File: src/core/etoc_consts.vh
// Constants for the enhanced timer output-A control block
// Notes on behaviour
// [RL1] In compare mode a comparator A match drives pin A low, high or toggles it as the action field says, and a zero field leaves it alone.
// [RL2] The compare-mode action field codes are 01 low, 10 high and 11 toggle.
// [RL3] Software should ask for a match level that differs from the initial level, or a match shows no change on pin A.
// [RL4] Once pin A has changed in compare mode, a rising edge of counter_on puts it back to its initial level.
// [RL5] A rising edge of counter_on clears the counter to zero, and a falling edge holds the present count.
// [RL6] The initial-level bit sets pin A before any match in compare mode, 0 low and 1 high.
// [RL7] In PWM or single-pulse mode the initial-level bit picks the active level, 0 active low and 1 active high.
// [RL8] The initial-level bit does nothing in timer/counter mode.
// [RL9] The invert bit inverts pin A when 1 and passes it when 0, and does nothing in timer/counter mode.
// [RL10] A read-only direction flag reads 0 while counting up and 1 while counting down.
// [RL11] With clear-select at 1 the counter clears on a comparator A match, and at 0 on a comparator P match or on overflow.
// [RL12] Overflow clearing applies only when all period bits are zero, otherwise clear-select 0 clears on the P match.
// [RL13] Clear-select is ignored in PWM, single-pulse and capture modes.
// [RL14] The channel A mode field codes 00 compare, 01 capture, 10 PWM or single pulse, and 11 timer/counter.
// [RL15] Polarity inversion is the last stage before pin A, after the compare, PWM or forced level.
`ifndef ETOC_CONSTS_VH
`define ETOC_CONSTS_VH

// Register byte offsets
`define ETOC_OFS_CTRL0      5'h00
`define ETOC_OFS_CTRL1      5'h04
`define ETOC_OFS_CTRL2      5'h08
`define ETOC_OFS_CMPA       5'h0C
`define ETOC_OFS_COUNT      5'h10

// Reset values
`define ETOC_RST_CTRL0      8'h00
`define ETOC_RST_CTRL1      8'h00
`define ETOC_RST_CTRL2      8'h00
`define ETOC_RST_CMPA       10'h000

// Control zero fields
`define ETOC_C0_ON          3
`define ETOC_C0_PER_HI      2
`define ETOC_C0_PER_LO      0

// Control one fields
`define ETOC_C1_MODE_HI     7
`define ETOC_C1_MODE_LO     6
`define ETOC_C1_ACT_HI      5
`define ETOC_C1_ACT_LO      4
`define ETOC_C1_INIT        3
`define ETOC_C1_INV         2
`define ETOC_C1_DIR         1
`define ETOC_C1_CLR         0

// Control two fields
`define ETOC_C2_PWMOPT_HI   1
`define ETOC_C2_PWMOPT_LO   0

// Channel A modes
`define ETOC_MODE_CMP       2'h0
`define ETOC_MODE_CAP       2'h1
`define ETOC_MODE_PWM       2'h2
`define ETOC_MODE_TMR       2'h3

// Compare-mode actions
`define ETOC_ACT_NONE       2'h0
`define ETOC_ACT_LOW        2'h1
`define ETOC_ACT_HIGH       2'h2
`define ETOC_ACT_TOGGLE     2'h3

// PWM-mode actions
`define ETOC_PACT_INACT     2'h0
`define ETOC_PACT_ACT       2'h1
`define ETOC_PACT_PWM       2'h2
`define ETOC_PACT_PULSE     2'h3

// AXI responses
`define ETOC_RESP_OKAY      2'h0
`define ETOC_RESP_SLVERR    2'h2

`endif

File: src/core/etoc_top.v
// Enhanced timer output-A control with AXI4-Lite register access
`timescale 1ns/10ps
`include "etoc_consts.vh"
module etoc_top #(
   parameter WIDTH = 10
) (
   // Clock and reset
   input  wire        sys_clk,
   input  wire        resetn,
   // AXI4-Lite write address
   input  wire [4:0]  s_axi_awaddr,
   input  wire [2:0]  s_axi_awprot,
   input  wire        s_axi_awvalid,
   output wire        s_axi_awready,
   // AXI4-Lite write data
   input  wire [31:0] s_axi_wdata,
   input  wire [3:0]  s_axi_wstrb,
   input  wire        s_axi_wvalid,
   output wire        s_axi_wready,
   // AXI4-Lite write response
   output wire [1:0]  s_axi_bresp,
   output wire        s_axi_bvalid,
   input  wire        s_axi_bready,
   // AXI4-Lite read address
   input  wire [4:0]  s_axi_araddr,
   input  wire [2:0]  s_axi_arprot,
   input  wire        s_axi_arvalid,
   output wire        s_axi_arready,
   // AXI4-Lite read data
   output wire [31:0] s_axi_rdata,
   output wire [1:0]  s_axi_rresp,
   output wire        s_axi_rvalid,
   input  wire        s_axi_rready,
   // Output pin A
   output wire        output_pin_a_o,
   output wire        output_pin_a_oe
);
   // Registers
   reg  [7:0]       ctrl0_ff;
   reg  [7:0]       ctrl1_ff;
   reg  [7:0]       ctrl2_ff;
   reg  [WIDTH-1:0] cmpa_ff;
   reg              on_d_ff;
   // Bus state
   reg              aw_got_ff;
   reg  [4:0]       awaddr_ff;
   reg              w_got_ff;
   reg  [31:0]      wdata_ff;
   reg  [3:0]       wstrb_ff;
   reg              bvalid_ff;
   reg  [1:0]       bresp_ff;
   reg              rvalid_ff;
   reg  [1:0]       rresp_ff;
   reg  [31:0]      rdata_ff;
   reg  [31:0]      nxt_rdata;
   reg  [1:0]       nxt_rresp;
   reg              wr_hit;
   // Timer wiring
   wire             counter_on;
   wire             restart;
   wire [1:0]       mode_a;
   wire [WIDTH-1:0] count;
   wire             dir_flag;
   wire             a_match;
   wire             p_match;
   wire             updown_en;
   wire             do_write;
   wire             ar_take;

   assign counter_on = ctrl0_ff[`ETOC_C0_ON];
   // Edge of counter_on seen against its previous value
   assign restart    = counter_on && !on_d_ff;                 // [RL4] [RL5]
   assign mode_a     = ctrl1_ff[`ETOC_C1_MODE_HI:`ETOC_C1_MODE_LO];// [RL14]
   // Centre-aligned counting only in PWM mode with a nonzero option
   assign updown_en  = (mode_a == `ETOC_MODE_PWM)
                       && (ctrl2_ff[`ETOC_C2_PWMOPT_HI:`ETOC_C2_PWMOPT_LO]
                           != 2'h0);

   etoc_counter #(
      .WIDTH (WIDTH)
   ) u_counter (
      .sys_clk              (sys_clk),
      .resetn               (resetn),
      .run                  (counter_on),
      .restart              (restart),
      .mode                 (mode_a),
      .clear_source_select  (ctrl1_ff[`ETOC_C1_CLR]),
      .updown_en            (updown_en),
      .period_compare_bits  (ctrl0_ff[`ETOC_C0_PER_HI:`ETOC_C0_PER_LO]),
      .compare_a_value      (cmpa_ff),
      .count                (count),
      .count_direction_flag (dir_flag),
      .a_match              (a_match),
      .p_match              (p_match)
   );

   etoc_out_a u_out_a (
      .sys_clk                (sys_clk),
      .resetn                 (resetn),
      .run                    (counter_on),
      .restart                (restart),
      .mode                   (mode_a),
      .action                 (ctrl1_ff[`ETOC_C1_ACT_HI:`ETOC_C1_ACT_LO]),
      .output_initial_level_a (ctrl1_ff[`ETOC_C1_INIT]),
      .output_invert_a        (ctrl1_ff[`ETOC_C1_INV]),
      .a_match                (a_match),
      .below_a                (count < cmpa_ff),
      .output_pin_a_o         (output_pin_a_o),
      .output_pin_a_oe        (output_pin_a_oe)
   );

   // Write channel: address and data taken in either order
   assign s_axi_awready = !aw_got_ff && !bvalid_ff;
   assign s_axi_wready  = !w_got_ff && !bvalid_ff;
   assign do_write      = aw_got_ff && w_got_ff && !bvalid_ff;
   assign s_axi_bvalid  = bvalid_ff;
   assign s_axi_bresp   = bresp_ff;

   always @* begin
      wr_hit = (awaddr_ff == `ETOC_OFS_CTRL0)
               || (awaddr_ff == `ETOC_OFS_CTRL1)
               || (awaddr_ff == `ETOC_OFS_CTRL2)
               || (awaddr_ff == `ETOC_OFS_CMPA)
               || (awaddr_ff == `ETOC_OFS_COUNT);
   end

   always @(posedge sys_clk or negedge resetn) begin
      if (!resetn) begin
         aw_got_ff <= 1'b0;
         awaddr_ff <= 5'h00;
         w_got_ff  <= 1'b0;
         wdata_ff  <= 32'h00000000;
         wstrb_ff  <= 4'h0;
         bvalid_ff <= 1'b0;
         bresp_ff  <= `ETOC_RESP_OKAY;
      end else begin
         if (s_axi_awvalid && s_axi_awready) begin
            aw_got_ff <= 1'b1;
            awaddr_ff <= {s_axi_awaddr[4:2], 2'b00};
         end
         if (s_axi_wvalid && s_axi_wready) begin
            w_got_ff <= 1'b1;
            wdata_ff <= s_axi_wdata;
            wstrb_ff <= s_axi_wstrb;
         end
         if (do_write) begin
            aw_got_ff <= 1'b0;
            w_got_ff  <= 1'b0;
            bvalid_ff <= 1'b1;
            bresp_ff  <= wr_hit ? `ETOC_RESP_OKAY : `ETOC_RESP_SLVERR;
         end else if (bvalid_ff && s_axi_bready) begin
            bvalid_ff <= 1'b0;
         end
      end
   end

   // Register file; direction flag is hardware state, not stored
   always @(posedge sys_clk or negedge resetn) begin
      if (!resetn) begin
         ctrl0_ff <= `ETOC_RST_CTRL0;
         ctrl1_ff <= `ETOC_RST_CTRL1;
         ctrl2_ff <= `ETOC_RST_CTRL2;
         cmpa_ff  <= `ETOC_RST_CMPA;
         on_d_ff  <= 1'b0;
      end else begin
         on_d_ff <= counter_on;
         if (do_write && wstrb_ff[0]) begin
            if (awaddr_ff == `ETOC_OFS_CTRL0) begin
               ctrl0_ff <= wdata_ff[7:0];
            end else if (awaddr_ff == `ETOC_OFS_CTRL1) begin
               ctrl1_ff <= wdata_ff[7:0] & 8'hFD;                   // [RL10]
            end else if (awaddr_ff == `ETOC_OFS_CTRL2) begin
               ctrl2_ff <= wdata_ff[7:0];
            end else if (awaddr_ff == `ETOC_OFS_CMPA) begin
               cmpa_ff[7:0] <= wdata_ff[7:0];
            end
         end
         if (do_write && wstrb_ff[1]
             && (awaddr_ff == `ETOC_OFS_CMPA)) begin
            cmpa_ff[WIDTH-1:8] <= wdata_ff[WIDTH-1:8];
         end
      end
   end

   // Read channel: one read at a time, answered the next cycle
   assign ar_take       = s_axi_arvalid && !rvalid_ff;
   assign s_axi_arready = !rvalid_ff;
   assign s_axi_rvalid  = rvalid_ff;
   assign s_axi_rdata   = rdata_ff;
   assign s_axi_rresp   = rresp_ff;

   always @* begin
      nxt_rdata = 32'h00000000;
      nxt_rresp = `ETOC_RESP_OKAY;
      if (s_axi_araddr[4:2] == 3'h0) begin
         nxt_rdata[7:0] = ctrl0_ff;
      end else if (s_axi_araddr[4:2] == 3'h1) begin
         nxt_rdata[7:0] = {ctrl1_ff[7:2], dir_flag, ctrl1_ff[0]};   // [RL10]
      end else if (s_axi_araddr[4:2] == 3'h2) begin
         nxt_rdata[7:0] = ctrl2_ff;
      end else if (s_axi_araddr[4:2] == 3'h3) begin
         nxt_rdata[WIDTH-1:0] = cmpa_ff;
      end else if (s_axi_araddr[4:2] == 3'h4) begin
         nxt_rdata[WIDTH-1:0] = count;
      end else begin
         nxt_rresp = `ETOC_RESP_SLVERR;
      end
   end

   always @(posedge sys_clk or negedge resetn) begin
      if (!resetn) begin
         rvalid_ff <= 1'b0;
         rdata_ff  <= 32'h00000000;
         rresp_ff  <= `ETOC_RESP_OKAY;
      end else begin
         if (ar_take) begin
            rvalid_ff <= 1'b1;
            rdata_ff  <= nxt_rdata;
            rresp_ff  <= nxt_rresp;
         end else if (rvalid_ff && s_axi_rready) begin
            rvalid_ff <= 1'b0;
         end
      end
   end
endmodule // etoc_top

File: src/core/etoc_counter.v
// Ten-bit up/down counter with selectable clear source
`timescale 1ns/10ps
`include "etoc_consts.vh"
module etoc_counter #(
   parameter WIDTH = 10
) (
   // Clock and reset
   input  wire             sys_clk,
   input  wire             resetn,
   // Control
   input  wire             run,
   input  wire             restart,
   input  wire [1:0]       mode,
   input  wire             clear_source_select,
   input  wire             updown_en,
   input  wire [2:0]       period_compare_bits,
   input  wire [WIDTH-1:0] compare_a_value,
   // Status
   output wire [WIDTH-1:0] count,
   output wire             count_direction_flag,
   output wire             a_match,
   output wire             p_match
);
   reg  [WIDTH-1:0] cnt_ff;
   reg  [WIDTH-1:0] nxt_cnt;
   reg              down_ff;
   reg              nxt_down;
   wire             top_hit;
   wire             clr_on_a;
   wire             per_zero;

   assign per_zero = (period_compare_bits == 3'h0);
   assign a_match  = run && (cnt_ff == compare_a_value);
   assign p_match  = run && !per_zero
                     && (cnt_ff == {period_compare_bits, {(WIDTH-3){1'b0}}});
   assign top_hit  = run && per_zero && (cnt_ff == {WIDTH{1'b1}});
   // Clear-select only counts in compare and timer modes [RL13]
   assign clr_on_a = clear_source_select
                     && ((mode == `ETOC_MODE_CMP) || (mode == `ETOC_MODE_TMR));
   assign count    = cnt_ff;
   assign count_direction_flag = down_ff;                           // [RL10]

   always @* begin
      nxt_cnt  = cnt_ff;
      nxt_down = down_ff;
      if (restart) begin
         nxt_cnt  = {WIDTH{1'b0}};                                  // [RL5]
         nxt_down = 1'b0;
      end else if (run) begin
         if (updown_en) begin
            // Centre-aligned: turn round at the period and at zero
            if (!down_ff && (p_match || top_hit)) begin
               nxt_down = 1'b1;
               nxt_cnt  = cnt_ff - 1'b1;
            end else if (down_ff && (cnt_ff == {WIDTH{1'b0}})) begin
               nxt_down = 1'b0;
               nxt_cnt  = cnt_ff + 1'b1;
            end else if (down_ff) begin
               nxt_cnt  = cnt_ff - 1'b1;
            end else begin
               nxt_cnt  = cnt_ff + 1'b1;
            end
         end else begin
            nxt_down = 1'b0;
            if (clr_on_a && a_match) begin
               nxt_cnt = {WIDTH{1'b0}};                             // [RL11]
            end else if (!clr_on_a && (p_match || top_hit)) begin
               nxt_cnt = {WIDTH{1'b0}};                      // [RL11] [RL12]
            end else begin
               nxt_cnt = cnt_ff + 1'b1;
            end
         end
      end
   end

   // Stopped counter keeps its residual value [RL5]
   always @(posedge sys_clk or negedge resetn) begin
      if (!resetn) begin
         cnt_ff  <= {WIDTH{1'b0}};
         down_ff <= 1'b0;
      end else begin
         cnt_ff  <= nxt_cnt;
         down_ff <= nxt_down;
      end
   end
endmodule // etoc_counter

File: src/core/etoc_out_a.v
// Output pin A level logic: compare actions, PWM and polarity
`timescale 1ns/10ps
`include "etoc_consts.vh"
module etoc_out_a (
   // Clock and reset
   input  wire       sys_clk,
   input  wire       resetn,
   // Control
   input  wire       run,
   input  wire       restart,
   input  wire [1:0] mode,
   input  wire [1:0] action,
   input  wire       output_initial_level_a,
   input  wire       output_invert_a,
   input  wire       a_match,
   input  wire       below_a,
   // Pin
   output wire       output_pin_a_o,
   output wire       output_pin_a_oe
);
   reg  lvl_ff;
   reg  nxt_lvl;
   reg  pulse_ff;
   reg  nxt_pulse;
   reg  oe_ff;
   reg  pin_ff;
   reg  raw;
   wire act;
   wire inact;

   assign act   = output_initial_level_a;                          // [RL7]
   assign inact = ~output_initial_level_a;

   always @* begin
      nxt_lvl   = lvl_ff;
      nxt_pulse = pulse_ff;
      if (restart) begin
         nxt_lvl   = output_initial_level_a;                 // [RL4] [RL6]
         nxt_pulse = 1'b1;
      end else if (!run && (mode == `ETOC_MODE_CMP)) begin
         // Before the counter starts the pin follows the initial level
         nxt_lvl = output_initial_level_a;                          // [RL6]
      end else if (run && a_match && (mode == `ETOC_MODE_CMP)) begin
         case (action)                                       // [RL1] [RL2]
            `ETOC_ACT_LOW:    nxt_lvl = 1'b0;
            `ETOC_ACT_HIGH:   nxt_lvl = 1'b1;
            `ETOC_ACT_TOGGLE: nxt_lvl = ~lvl_ff;
            default:          nxt_lvl = lvl_ff;
         endcase
      end
      if (run && a_match && (mode == `ETOC_MODE_PWM)) begin
         nxt_pulse = 1'b0;
      end
   end

   always @* begin
      raw = 1'b0;
      case (mode)
         `ETOC_MODE_CMP: raw = lvl_ff;
         `ETOC_MODE_PWM: begin
            case (action)
               `ETOC_PACT_INACT: raw = inact;
               `ETOC_PACT_ACT:   raw = act;
               `ETOC_PACT_PWM:   raw = (run && below_a) ? act : inact;
               default:          raw = (run && pulse_ff) ? act : inact;
            endcase
         end
         // Timer mode: level and polarity bits have no say [RL8] [RL9]
         default:        raw = 1'b0;
      endcase
   end

   // Pin registered after the polarity stage [RL15]
   always @(posedge sys_clk or negedge resetn) begin
      if (!resetn) begin
         lvl_ff   <= 1'b0;
         pulse_ff <= 1'b0;
         pin_ff   <= 1'b0;
         oe_ff    <= 1'b0;
      end else begin
         lvl_ff   <= nxt_lvl;
         pulse_ff <= nxt_pulse;
         if (mode == `ETOC_MODE_TMR) begin
            pin_ff <= 1'b0;                                         // [RL9]
         end else begin
            pin_ff <= raw ^ output_invert_a;                 // [RL9] [RL15]
         end
         oe_ff    <= (mode == `ETOC_MODE_CMP) || (mode == `ETOC_MODE_PWM);
      end
   end

   assign output_pin_a_o  = pin_ff;
   assign output_pin_a_oe = oe_ff;
endmodule // etoc_out_a

File: config.mk
export PLATFORM = sky130hd
export DESIGN_NAME = etoc_top
export DESIGN_NICKNAME = d
export VERILOG_FILES = /design/src/core/etoc_top.v /design/src/core/etoc_counter.v /design/src/core/etoc_out_a.v
export VERILOG_INCLUDE_DIRS = /design/src /design/src/core
export SDC_FILE = /design/constraint.sdc
export NUM_CORES = 1
export LEC_CHECK = 0
export BUFFER_PORTS_ARGS = -buffer_cell sky130_fd_sc_hd__buf_4
export CAP_MARGIN = 40
export CELL_PAD_IN_SITES_DETAIL_PLACEMENT = 0
export CELL_PAD_IN_SITES_GLOBAL_PLACEMENT = 1
export CORE_ASPECT_RATIO = 0.6
export CORE_MARGIN = 2
export CORE_UTILIZATION = 38
export DETAILED_ROUTE_END_ITERATION = 6
export PLACE_DENSITY = 0.79
export SLEW_MARGIN = 20
export SYNTH_ARGS = -nofsm -noshare
export SYNTH_HDL_FRONTEND = slang
export SYNTH_SLANG_ARGS = --single-unit
File: constraint.sdc
create_clock -name sys_clk -period 2.2 [get_ports sys_clk]
set_input_delay 0.22 -clock sys_clk [delete_from_list [all_inputs] [get_ports sys_clk]]
set_output_delay 0.22 -clock sys_clk [all_outputs]
set_load 0.02 [all_outputs]
# Word-level counts from Yosys, hierarchy flattened
# Cells that the tools add are included.
# classes
order_cmp	1
bitwise	6
eq_ne	17
n_mux	46
reduce_logical	67
add_sub_neg	2
# op_table
op	n
10-bit 2-to-1 mux	10
1-bit logical AND	30
8-bit 2-to-1 mux	3
1-bit 2-to-1 mux	21
10-bit == test	2
2-bit 2-to-1 mux	9
2-bit nonzero test	7
3-bit by 2-bit == test with 1-bit output (second input constant)	4
10-bit by 1-bit adder with 10-bit output (second input constant)	1
10-bit == test (second input constant)	1
10-bit zero test	1
10-bit < comparator	1
10-bit by 1-bit subtractor with 10-bit output (second input constant)	1
1-bit zero test	9
2-bit == test (second input constant)	4
1-bit logical OR	7
3-bit by 1-bit == test with 1-bit output (second input constant)	2
3-bit == test (second input constant)	2
3-bit zero test	2
1-bit one-hot mux with 3 select lines	2
2-bit AND reduction	3
5-bit zero test	1
1-bit inverter	5
5-bit AND reduction	1
9 further kinds	10
# word_totals
out_inout_bits	43
wordCells	161
in_bits	59
ff_bits	82

# Logic depth before layout (Yosys ltp)
# Gate-level depths: netlist of the first run.
# depth
word_depth	11
depth_mapped	8
ltp_nobuf	8

# Modules after synthesis
# A second synthesis of the first run with hierarchy kept.
# unflattened
hier_cells	420
area_unflattened_um2	4609.4
# modules_own_cells
module	instances	area_per_inst_um2	cells_per_inst
etoc_top	1	3233.1	266
etoc_counter	1	1133.6	128
etoc_out_a	1	242.7	26

# Least setup slack after synthesis of the first run
# OpenSTA, ideal clock, no wires.
# synth_timing
path_kind	register -> register
startpoint	reg u_counter.cnt_ff[0], in the netlist u_counter.count[0]
endpoint	reg u_counter.cnt_ff[5], in the netlist u_counter.count[5]
required_time_ns	2.074
slack_ns	-0.119
n_path_buf	0
arrival_ns	2.193
stages_incl_launch_ff	9
path_cell_list	dfrtp_1 > inv_1 > ha_1 > or4b_4 > or2_4 > o211ai_4 > nand3_4 > a221oi_1 > nor2_1
# synth_between
elab_chain_len	9
# synth_rtl
element	line_no	rtl
start, declared	etoc_counter.v:24	reg [WIDTH-1:0] cnt_ff;
start signal, assigned	etoc_counter.v:79	cnt_ff <= {WIDTH{1'b0}};
start signal, assigned	etoc_counter.v:82	cnt_ff <= nxt_cnt;
parallel branches: the longest is 6 deep, another holds 10-bit by 1-bit adder with 10-bit output	n/a	
10-bit 2-to-1 mux (*)	etoc_counter.v:50	if (updown_en) begin
10-bit 2-to-1 mux (*)	etoc_counter.v:49	end else if (run) begin
10-bit 2-to-1 mux (*)	etoc_counter.v:46	if (restart) begin
# Mark *: on every way between the ends. The select of a mux whose other input is x is not followed.
# A chain may end at the register's enable or synchronous reset.

# Worst setup path after layout of the first run
# layout_timing
startpoint	reg u_counter.cnt_ff[3], in the netlist u_counter.count[3]
endpoint	reg u_counter.cnt_ff[9], in the netlist u_counter.count[9]
# Same word-level chain as after synthesis.

==> results of run 1 <==
==> cell families after synthesis <==
| family | share of synthesized area (%) |
|---|---|
| AND/OR/NAND/NOR | 13.2 |
| AO/OA/AOI/OAI | 12.6 |
| flip-flops | 43.8 |
| buffers and inverters | 7.52 |
| multiplexers | 15.7 |
| XOR/XNOR | 3.06 |
| adder cells (fa/ha/maj) | 4.10 |
| other | 0.0820 |
==> cells in the final DEF (no fill, tap or decap), types with 4 or more instances in the layout <==
cell type / n
sky130_fd_sc_hd__a22oi_1: 10
sky130_fd_sc_hd__nor4b_1: 4
sky130_fd_sc_hd__ha_1: 14
sky130_fd_sc_hd__and3_1: 4
sky130_fd_sc_hd__mux2_2: 46
sky130_fd_sc_hd__xor2_1: 6
sky130_fd_sc_hd__nand2_1: 38
sky130_fd_sc_hd__nand3_1: 6
sky130_fd_sc_hd__clkbuf_16: 9
sky130_fd_sc_hd__buf_4: 96
sky130_fd_sc_hd__nor3_1: 4
sky130_fd_sc_hd__dfrtp_1: 80
sky130_fd_sc_hd__xnor2_1: 10
sky130_fd_sc_hd__conb_1: 24
sky130_fd_sc_hd__inv_1: 22
sky130_fd_sc_hd__nor2_1: 22
sky130_fd_sc_hd__mux4_2: 7
sky130_fd_sc_hd__o21ai_0: 22
sky130_fd_sc_hd__nand4_1: 5
sky130_fd_sc_hd__a21oi_1: 16
sky130_fd_sc_hd__a31oi_1: 4
sky130_fd_sc_hd__nand3b_1: 4
==> stage by stage <==
step | hold slack, ns | util [%]
floorplan | -0.0756 | -
global placement | 0.241 | 46.4
detailed placement | 0.251 | 46.4
CTS | 0.0592 | 49.5
global route | 0.0754 | 50.1
finish | 0.0644 | 50.1
==> power groups by stage <==
stage          registers [mW]  logic, mW  clock network, mW
2_1_floorplan            2.45       1.75                  0
3_3_place_gp             2.48       2.74                  0
3_5_place_dp             2.52       2.83                  0
6_report                 2.50       3.00               1.34
4_1_cts                  2.49       2.91               1.37
5_1_grt                  2.58       3.27               1.42
==> metal layers <==
metal | wire, µm | up-vias | share of wire (%) | global-route usage (%)
met5 | 0 | - | 0 | 0
met4 | 91 | 0 | 0.75 | 4.46
met3 | 856 | 10 | 7.1 | 4.69
met2 | 5020 | 104 | 42 | 30.7
met1 | 6080 | 1769 | 50 | 29.0
li1 | - | 1688 | - | -
==> how the worst min path moves through the flow <==
| stage | slack [ns] | depth (start not counted) | end | start |
|---|---|---|---|---|
| finish | 0.06 | 2 | s_axi_rvalid$_DFFE_PN0P_ | s_axi_rready |
| global route | 0.08 | 2 | s_axi_rvalid$_DFFE_PN0P_ | s_axi_rready |
| CTS | 0.06 | 2 | s_axi_rvalid$_DFFE_PN0P_ | s_axi_rready |
| detailed placement | 0.25 | 1 | s_axi_rvalid$_DFFE_PN0P_ | resetn |
| global placement | 0.24 | 1 | s_axi_rvalid$_DFFE_PN0P_ | resetn |
| floorplan | -0.08 | 0 | aw_got_ff$_DFFE_PN0P_ | resetn |
==> worst register-to-register path, stage by stage (launching register included) <==
cell and delay (ns):
sky130_fd_sc_hd__dfrtp_1 0.45, sky130_fd_sc_hd__ha_1 0.34, sky130_fd_sc_hd__nand4_1 0.16, sky130_fd_sc_hd__nor3_2 0.08, sky130_fd_sc_hd__or4b_4 0.51, sky130_fd_sc_hd__nand2_4 0.16
sky130_fd_sc_hd__nor2_4 0.06, sky130_fd_sc_hd__buf_4 0.13, sky130_fd_sc_hd__o41ai_2 0.34
==> area by class of cell <==
cell class	instances	area (µm²)	area share [%]
clock inverter	6	37.5	0.651
inverter	24	90.1	1.56
sequential	80	2000	34.7
timing repair buffer	102	790	13.7
clock buffer	9	225	3.90
tap	160	200	3.47
multi-input combinational	313	2420	42.0
==> sequential cells by signal, summed over array words and instances (netlist names), 2 cells and up <==
register         cells
wstrb_ff             2
awaddr_ff            3
ctrl2_ff             8
wdata_ff            10
ctrl0_ff             8
ctrl1_ff             7
cmpa_ff             10
u_counter.count     10
s_axi_rdata         10
==> what timing repair did <==
action / CTS / global route
resized for setup: 12 / 10
endpoints found under the setup margin: 10 / 12
buffers inserted: 5 / 1
hold buffers: 1 / 0
pin swaps: 5 / 9
endpoints found under the hold margin: 40 / 0
==> reports/metrics.yaml, run 1 <==
sta:
  setup_violations: 10
  timing.max_slew.rel_slack_pct: 58.6
  timing_worst_slew_pin_value_ns: 0.620
  tns_ns: -0.910
  finalMaxSlewViolations: 0
  timing.clock.skew_ns: 0.00453
  hold_violations: 0
  min_period_over_period_pct: 105
  layout_setup_ws_ns: -0.117
  max_clock_freq_ghz: 0.432
  setup_repair_after_global_routing_missed_its_margin: "yes"
  fin_crit_ns: 2.32
layout:
  finish.cell_count_without_fillers: 694
  flow.area_growth_from_synthesis_pct: 26.1
  fin_nets: 604
  post_route_cells_drive_above_1_share_pct: 38.2
  fillers: 1070
  antenna_cells_inserted: 0
  final_cell_area_um2: 5770
logic_synthesis:
  async_flop_share_pct: 100
  postSynth.topFlopCell: "sky130_fd_sc_hd__dfrtp_1"
  yosys.cell_count.top_type: "sky130_fd_sc_hd__dfrtp_1"
  number_of_instances_in_the_synthesized_netlist: 435
  synthesis.yosys.warnings: 0
  ff_latch_count_synth: 80
  synthDominantCellAreaShare_pct: 43.8
  synth_cell_type_count: 62
  synth.avg_cell_area_um2: 10.5
  yosys-top-cells-area: "sky130_fd_sc_hd__dfrtp_1 (44%), sky130_fd_sc_hd__mux2_2 (12%), sky130_fd_sc_hd__ha_1 (4.1%)"
  ys_seq_area_share_pct: 43.8
  synth.top_cells.by_count: "sky130_fd_sc_hd__dfrtp_1 (80), sky130_fd_sc_hd__mux2_2 (47), sky130_fd_sc_hd__nand2_1 (39)"
  syn-cell-area_um2: 4570
  yosys.area.top_type: "sky130_fd_sc_hd__dfrtp_1"
  synth_enable_flop_cells: 0
setup_path:
  critical_path_required_ns: 2.43
  critPathMaxStageDelay_ns: 0.51
  critPathKind: "register to register"
  worst_setup_path_endpoint: "u_counter.count[9]$_DFFE_PN0P_"
  critical_path.reg2reg.endpoint: "u_counter.count[9]$_DFFE_PN0P_"
  launch_point_of_the_worst_path: "u_counter.count[3]$_DFFE_PN0P_"
  start_kind: "register"
  critical_path.slowest_cell: "sky130_fd_sc_hd__or4b_4"
  worstPathMaxFanout: 6
  worstReg2RegStart: "u_counter.count[3]$_DFFE_PN0P_"
  crit_path_end_kind: "register"
  cp.arrival_ns: 2.55
  timing.critical_path.cells: "ha_1 -> nand4_1 -> nor3_2 -> or4b_4 -> nand2_4 -> nor2_4 -> buf_4 -> o41ai_2"
  reg2reg_depth: 8
  timing.critical_path.depth: 8
  worst-r2r-setup-slack_ns: -0.12
  number_of_buffers_and_inverters_on_the_critical_path: 1
  timing.critical_path.max_delay_family: "simple AND/OR/NAND/NOR gates"
global_route:
  grt_start_max_net_pins: 43
  number_of_antenna_violations_at_the_first_check_in_global_routing: 0
  wire_length_of_the_first_global_routing_pass_mm: 19.7
  grt_pass1_vias: 3658
  grt_util_all_layers_pct: 20.0
  globalRouteOverflowTotal: 0
clock_network:
  numClockSinks: 80
  worst_setup_hold_path_clk_slew_ns: 0.06
  root_buffer: "sky130_fd_sc_hd__clkbuf_16"
  clock_path_buffers: 2
  cts_buffers: 9
  cts_tree: "done"
  worst_skew_pair.late_latency_ns: 0.34
  htree_levels: 3
drt:
  routed-via-count: 3571
  drt_iter0_markers: 173
  wire_per_inst_um: 17.4
  drc: 0
  first_pass_iters: 4
  detail-route-antenna-nets: 0
  route.final.wire_length_mm: 12.1
  vias_per_cell: 5.15
place:
  placed_area_um2: 5340
  numPlacedInstances: 671
  routabilityCongestion: 0.886
  detailedPlacementHpwl_mm: 9.16
  io_buffer_count: 43
  pre_cts_slack_ns: -0.228
floorplanning:
  design.portCount: 102
  initial_utilization_pct: 39.7
  die_area_um2: 13000
  core_area_um2: 11500
  die_height_um: 89.0
  floorplan.rows: 30
  floorplan.die.width_um: 146
power:
  netSwitchingFraction_pct: 37.3
  p_leak_nw: 2.66
  netSwitchingPower_mw: 2.55
  clockPowerShare_pct: 19.6
  vdd_ir_drop_max_v: 0.000581
  finalPower_mw: 6.83
  power_density_nw_per_um2: 1180
  internal_power_mw: 4.28
  combPwrFrac_pct: 43.8
  seq_power_share_pct: 36.6
run:
  max_cap_violations: 0
min_path:
  min_path_type: "input pin to register"
status:
  run_status: "finished, violations left"
  violations: "negative setup slack"
(Power assumes the default switching activity.)
==> run 2: changes to the inputs <==
Settings changed: CORE_UTILIZATION 38 to 40, PLACE_DENSITY 0.79 to 0.8.
Clock period 2.2 ns to 2.3 ns, I/O delays scaled along.
==> reports/metrics.yaml, run 2 (synthesized netlist as in run 1, its figures left out) <==
sta:
  setup_violations: 6
  hold_violations: 0
  finalMaxSlewViolations: 0
  setup_repair_after_global_routing_missed_its_margin: "yes"
  min_period_over_period_pct: 102
  timing.max_slew.rel_slack_pct: 59.4
  timing_worst_slew_pin_value_ns: 0.608
  max_clock_freq_ghz: 0.427
  layout_setup_ws_ns: -0.0432
  fin_crit_ns: 2.34
  timing.clock.skew_ns: 0.00724
place:
  placed_area_um2: 5280
  routabilityCongestion: 0.892
  detailedPlacementHpwl_mm: 8.77
  io_buffer_count: 43
  numPlacedInstances: 651
drt:
  first_pass_iters: 4
  wire_per_inst_um: 17.3
  detail-route-antenna-nets: 0
  vias_per_cell: 5.25
  route.final.wire_length_mm: 11.7
  drt_iter0_markers: 270
  drc: 0
  routed-via-count: 3545
setup_path:
  worstReg2RegStart: "u_counter.count[0]$_DFFE_PN0P_"
  critical_path.reg2reg.endpoint: "u_counter.count[2]$_DFFE_PN0P_"
  start_kind: "register"
  crit_path_end_kind: "register"
  launch_point_of_the_worst_path: "u_counter.count[0]$_DFFE_PN0P_"
  timing.critical_path.cells: "inv_2 -> ha_4 -> or4b_4 -> or2_4 -> o211ai_4 -> buf_4 -> buf_4 -> a31oi_1 -> o31ai_1"
  cp.arrival_ns: 2.56
  critPathMaxStageDelay_ns: 0.47
  critical_path_required_ns: 2.52
  crit_path_frequent_cell: "sky130_fd_sc_hd__buf_4"
  critPathKind: "register to register"
  critical_path.slowest_cell: "sky130_fd_sc_hd__or4b_4"
  worst_setup_path_endpoint: "u_counter.count[2]$_DFFE_PN0P_"
  worstPathMaxFanout: 4
  worst-r2r-setup-slack_ns: -0.04
  reg2reg_depth: 9
layout:
  fillers: 1038
  final_cell_area_um2: 5750
  layout_common_cells: "sky130_fd_sc_hd__buf_4 (91), sky130_fd_sc_hd__dfrtp_1 (80), sky130_fd_sc_hd__mux2_2 (47)"
  most_common_cell_after_layout_fill_and_taps_aside: "sky130_fd_sc_hd__buf_4"
  flow.area_growth_from_synthesis_pct: 25.8
  final_util_pct: 51.3
  fin_nets: 600
  antenna_cells_inserted: 0
  post_route_cells_drive_above_1_share_pct: 36.9
  finish.cell_count_without_fillers: 675
run:
  max_cap_violations: 0
global_route:
  globalRouteOverflowTotal: 0
  grt_start_max_net_pins: 65
  grt_util_all_layers_pct: 20.3
  grt_pass1_vias: 3514
  wire_length_of_the_first_global_routing_pass_mm: 18.8
  number_of_antenna_violations_at_the_first_check_in_global_routing: 1
clock_network:
  cts_tree: "done"
  numClockSinks: 80
  cts_buffers: 9
  worst_setup_hold_path_clk_slew_ns: 0.06
  worst_skew_pair.late_latency_ns: 0.34
  root_buffer: "sky130_fd_sc_hd__clkbuf_16"
  htree_levels: 3
  clock_path_buffers: 2
floorplanning:
  die_height_um: 86.8
  core_area_um2: 11200
  floorplan.rows: 30
  initial_utilization_pct: 40.8
  floorplan.die.width_um: 142
  die_area_um2: 12300
  design.portCount: 102
power:
  clockPowerShare_pct: 22.0
  netSwitchingFraction_pct: 36.1
  combPwrFrac_pct: 42.5
  power_density_nw_per_um2: 1170
  p_leak_nw: 2.67
  netSwitchingPower_mw: 2.43
  vdd_ir_drop_max_v: 0.000627
  finalPower_mw: 6.75
  internal_power_mw: 4.31
  seq_power_share_pct: 35.5
status:
  run_status: "finished, violations left"
  violations: "negative setup slack"
min_path:
  min_path_type: "input pin to register"
run 2: metal layers:
| metal | track usage, % | up-vias | share of wire [%] |
|---|---|---|---|
| met2 | 28.6 | 84 | 42 |
| li1 | - | 1693 | - |
| met3 | 5.08 | 14 | 6.0 |
| met1 | 30.2 | 1752 | 51 |
| met4 | 6.91 | 2 | 1.0 |
| met5 | 0 | - | 0.11 |
run 2: area by class of cell:
type	count	area (µm²)	share of cell area, %
Sequential cell	80	2000	34.8
Inverter	24	90.1	1.57
Tap cell	144	180	3.13
Clock buffer	11	253	4.39
Multi-Input combinational cell	313	2400	41.7
Clock inverter	5	63.8	1.11
Timing Repair Buffer	98	763	13.3
run 2: timing repair:
action | 4_1_cts | 5_1_grt
endpoints found under the hold margin | 16 | 0
pin swaps | 8 | 9
buffers inserted | 5 | 1
resized for setup | 9 | 14
hold buffers | 1 | 0
endpoints found under the setup margin | 10 | 10
run 2: how the worst min path moves through the flow:
| stage | from | endpoint | slack, ns | cells past startpoint |
|---|---|---|---|---|
| 6_report | s_axi_bready | s_axi_bvalid$_DFFE_PN0P_ | 0.07 | 2 |
| 5_1_grt | s_axi_bready | s_axi_bvalid$_DFFE_PN0P_ | 0.06 | 2 |
| 4_1_cts | s_axi_bready | s_axi_bvalid$_DFFE_PN0P_ | 0.06 | 2 |
| 3_5_place_dp | resetn | s_axi_rvalid$_DFFE_PN0P_ | 0.11 | 1 |
| 3_3_place_gp | resetn | s_axi_rvalid$_DFFE_PN0P_ | 0.11 | 1 |
| 2_1_floorplan | resetn | aw_got_ff$_DFFE_PN0P_ | -0.07 | 0 |
run 2: metrics by stage:
step	hold WS (ns)	setup slack, ns	setup TNS (ns)
after floorplan	-0.0656	0.00494	0
after global placement	0.106	-0.137	-0.434
after detailed placement	0.109	-0.130	-0.467
after CTS	0.0573	-0.0803	-0.351
after global routing	0.0618	-0.143	-0.836
final	0.0702	-0.0432	-0.185
run 2: critical path: cells and delay by family, from the launching register on:
kind	cells	cell delay [ns]
AO/OA/AOI/OAI	3	0.59
adder cells (fa/ha/maj)	1	0.13
buffers and inverters	3	0.35
flip-flops	1	0.40
AND/OR/NAND/NOR	2	0.77
run 2: power groups by stage:
| stage | Combinational [mW] | Sequential [mW] | Clock (mW) |
|---|---|---|---|
| detailed placement | 2.68 | 2.42 | 0 |
| global route | 3.11 | 2.47 | 1.59 |
| floorplan | 1.65 | 2.34 | 0 |
| CTS | 2.78 | 2.39 | 1.53 |
| global placement | 2.61 | 2.38 | 0 |
| finish | 2.87 | 2.39 | 1.48 |
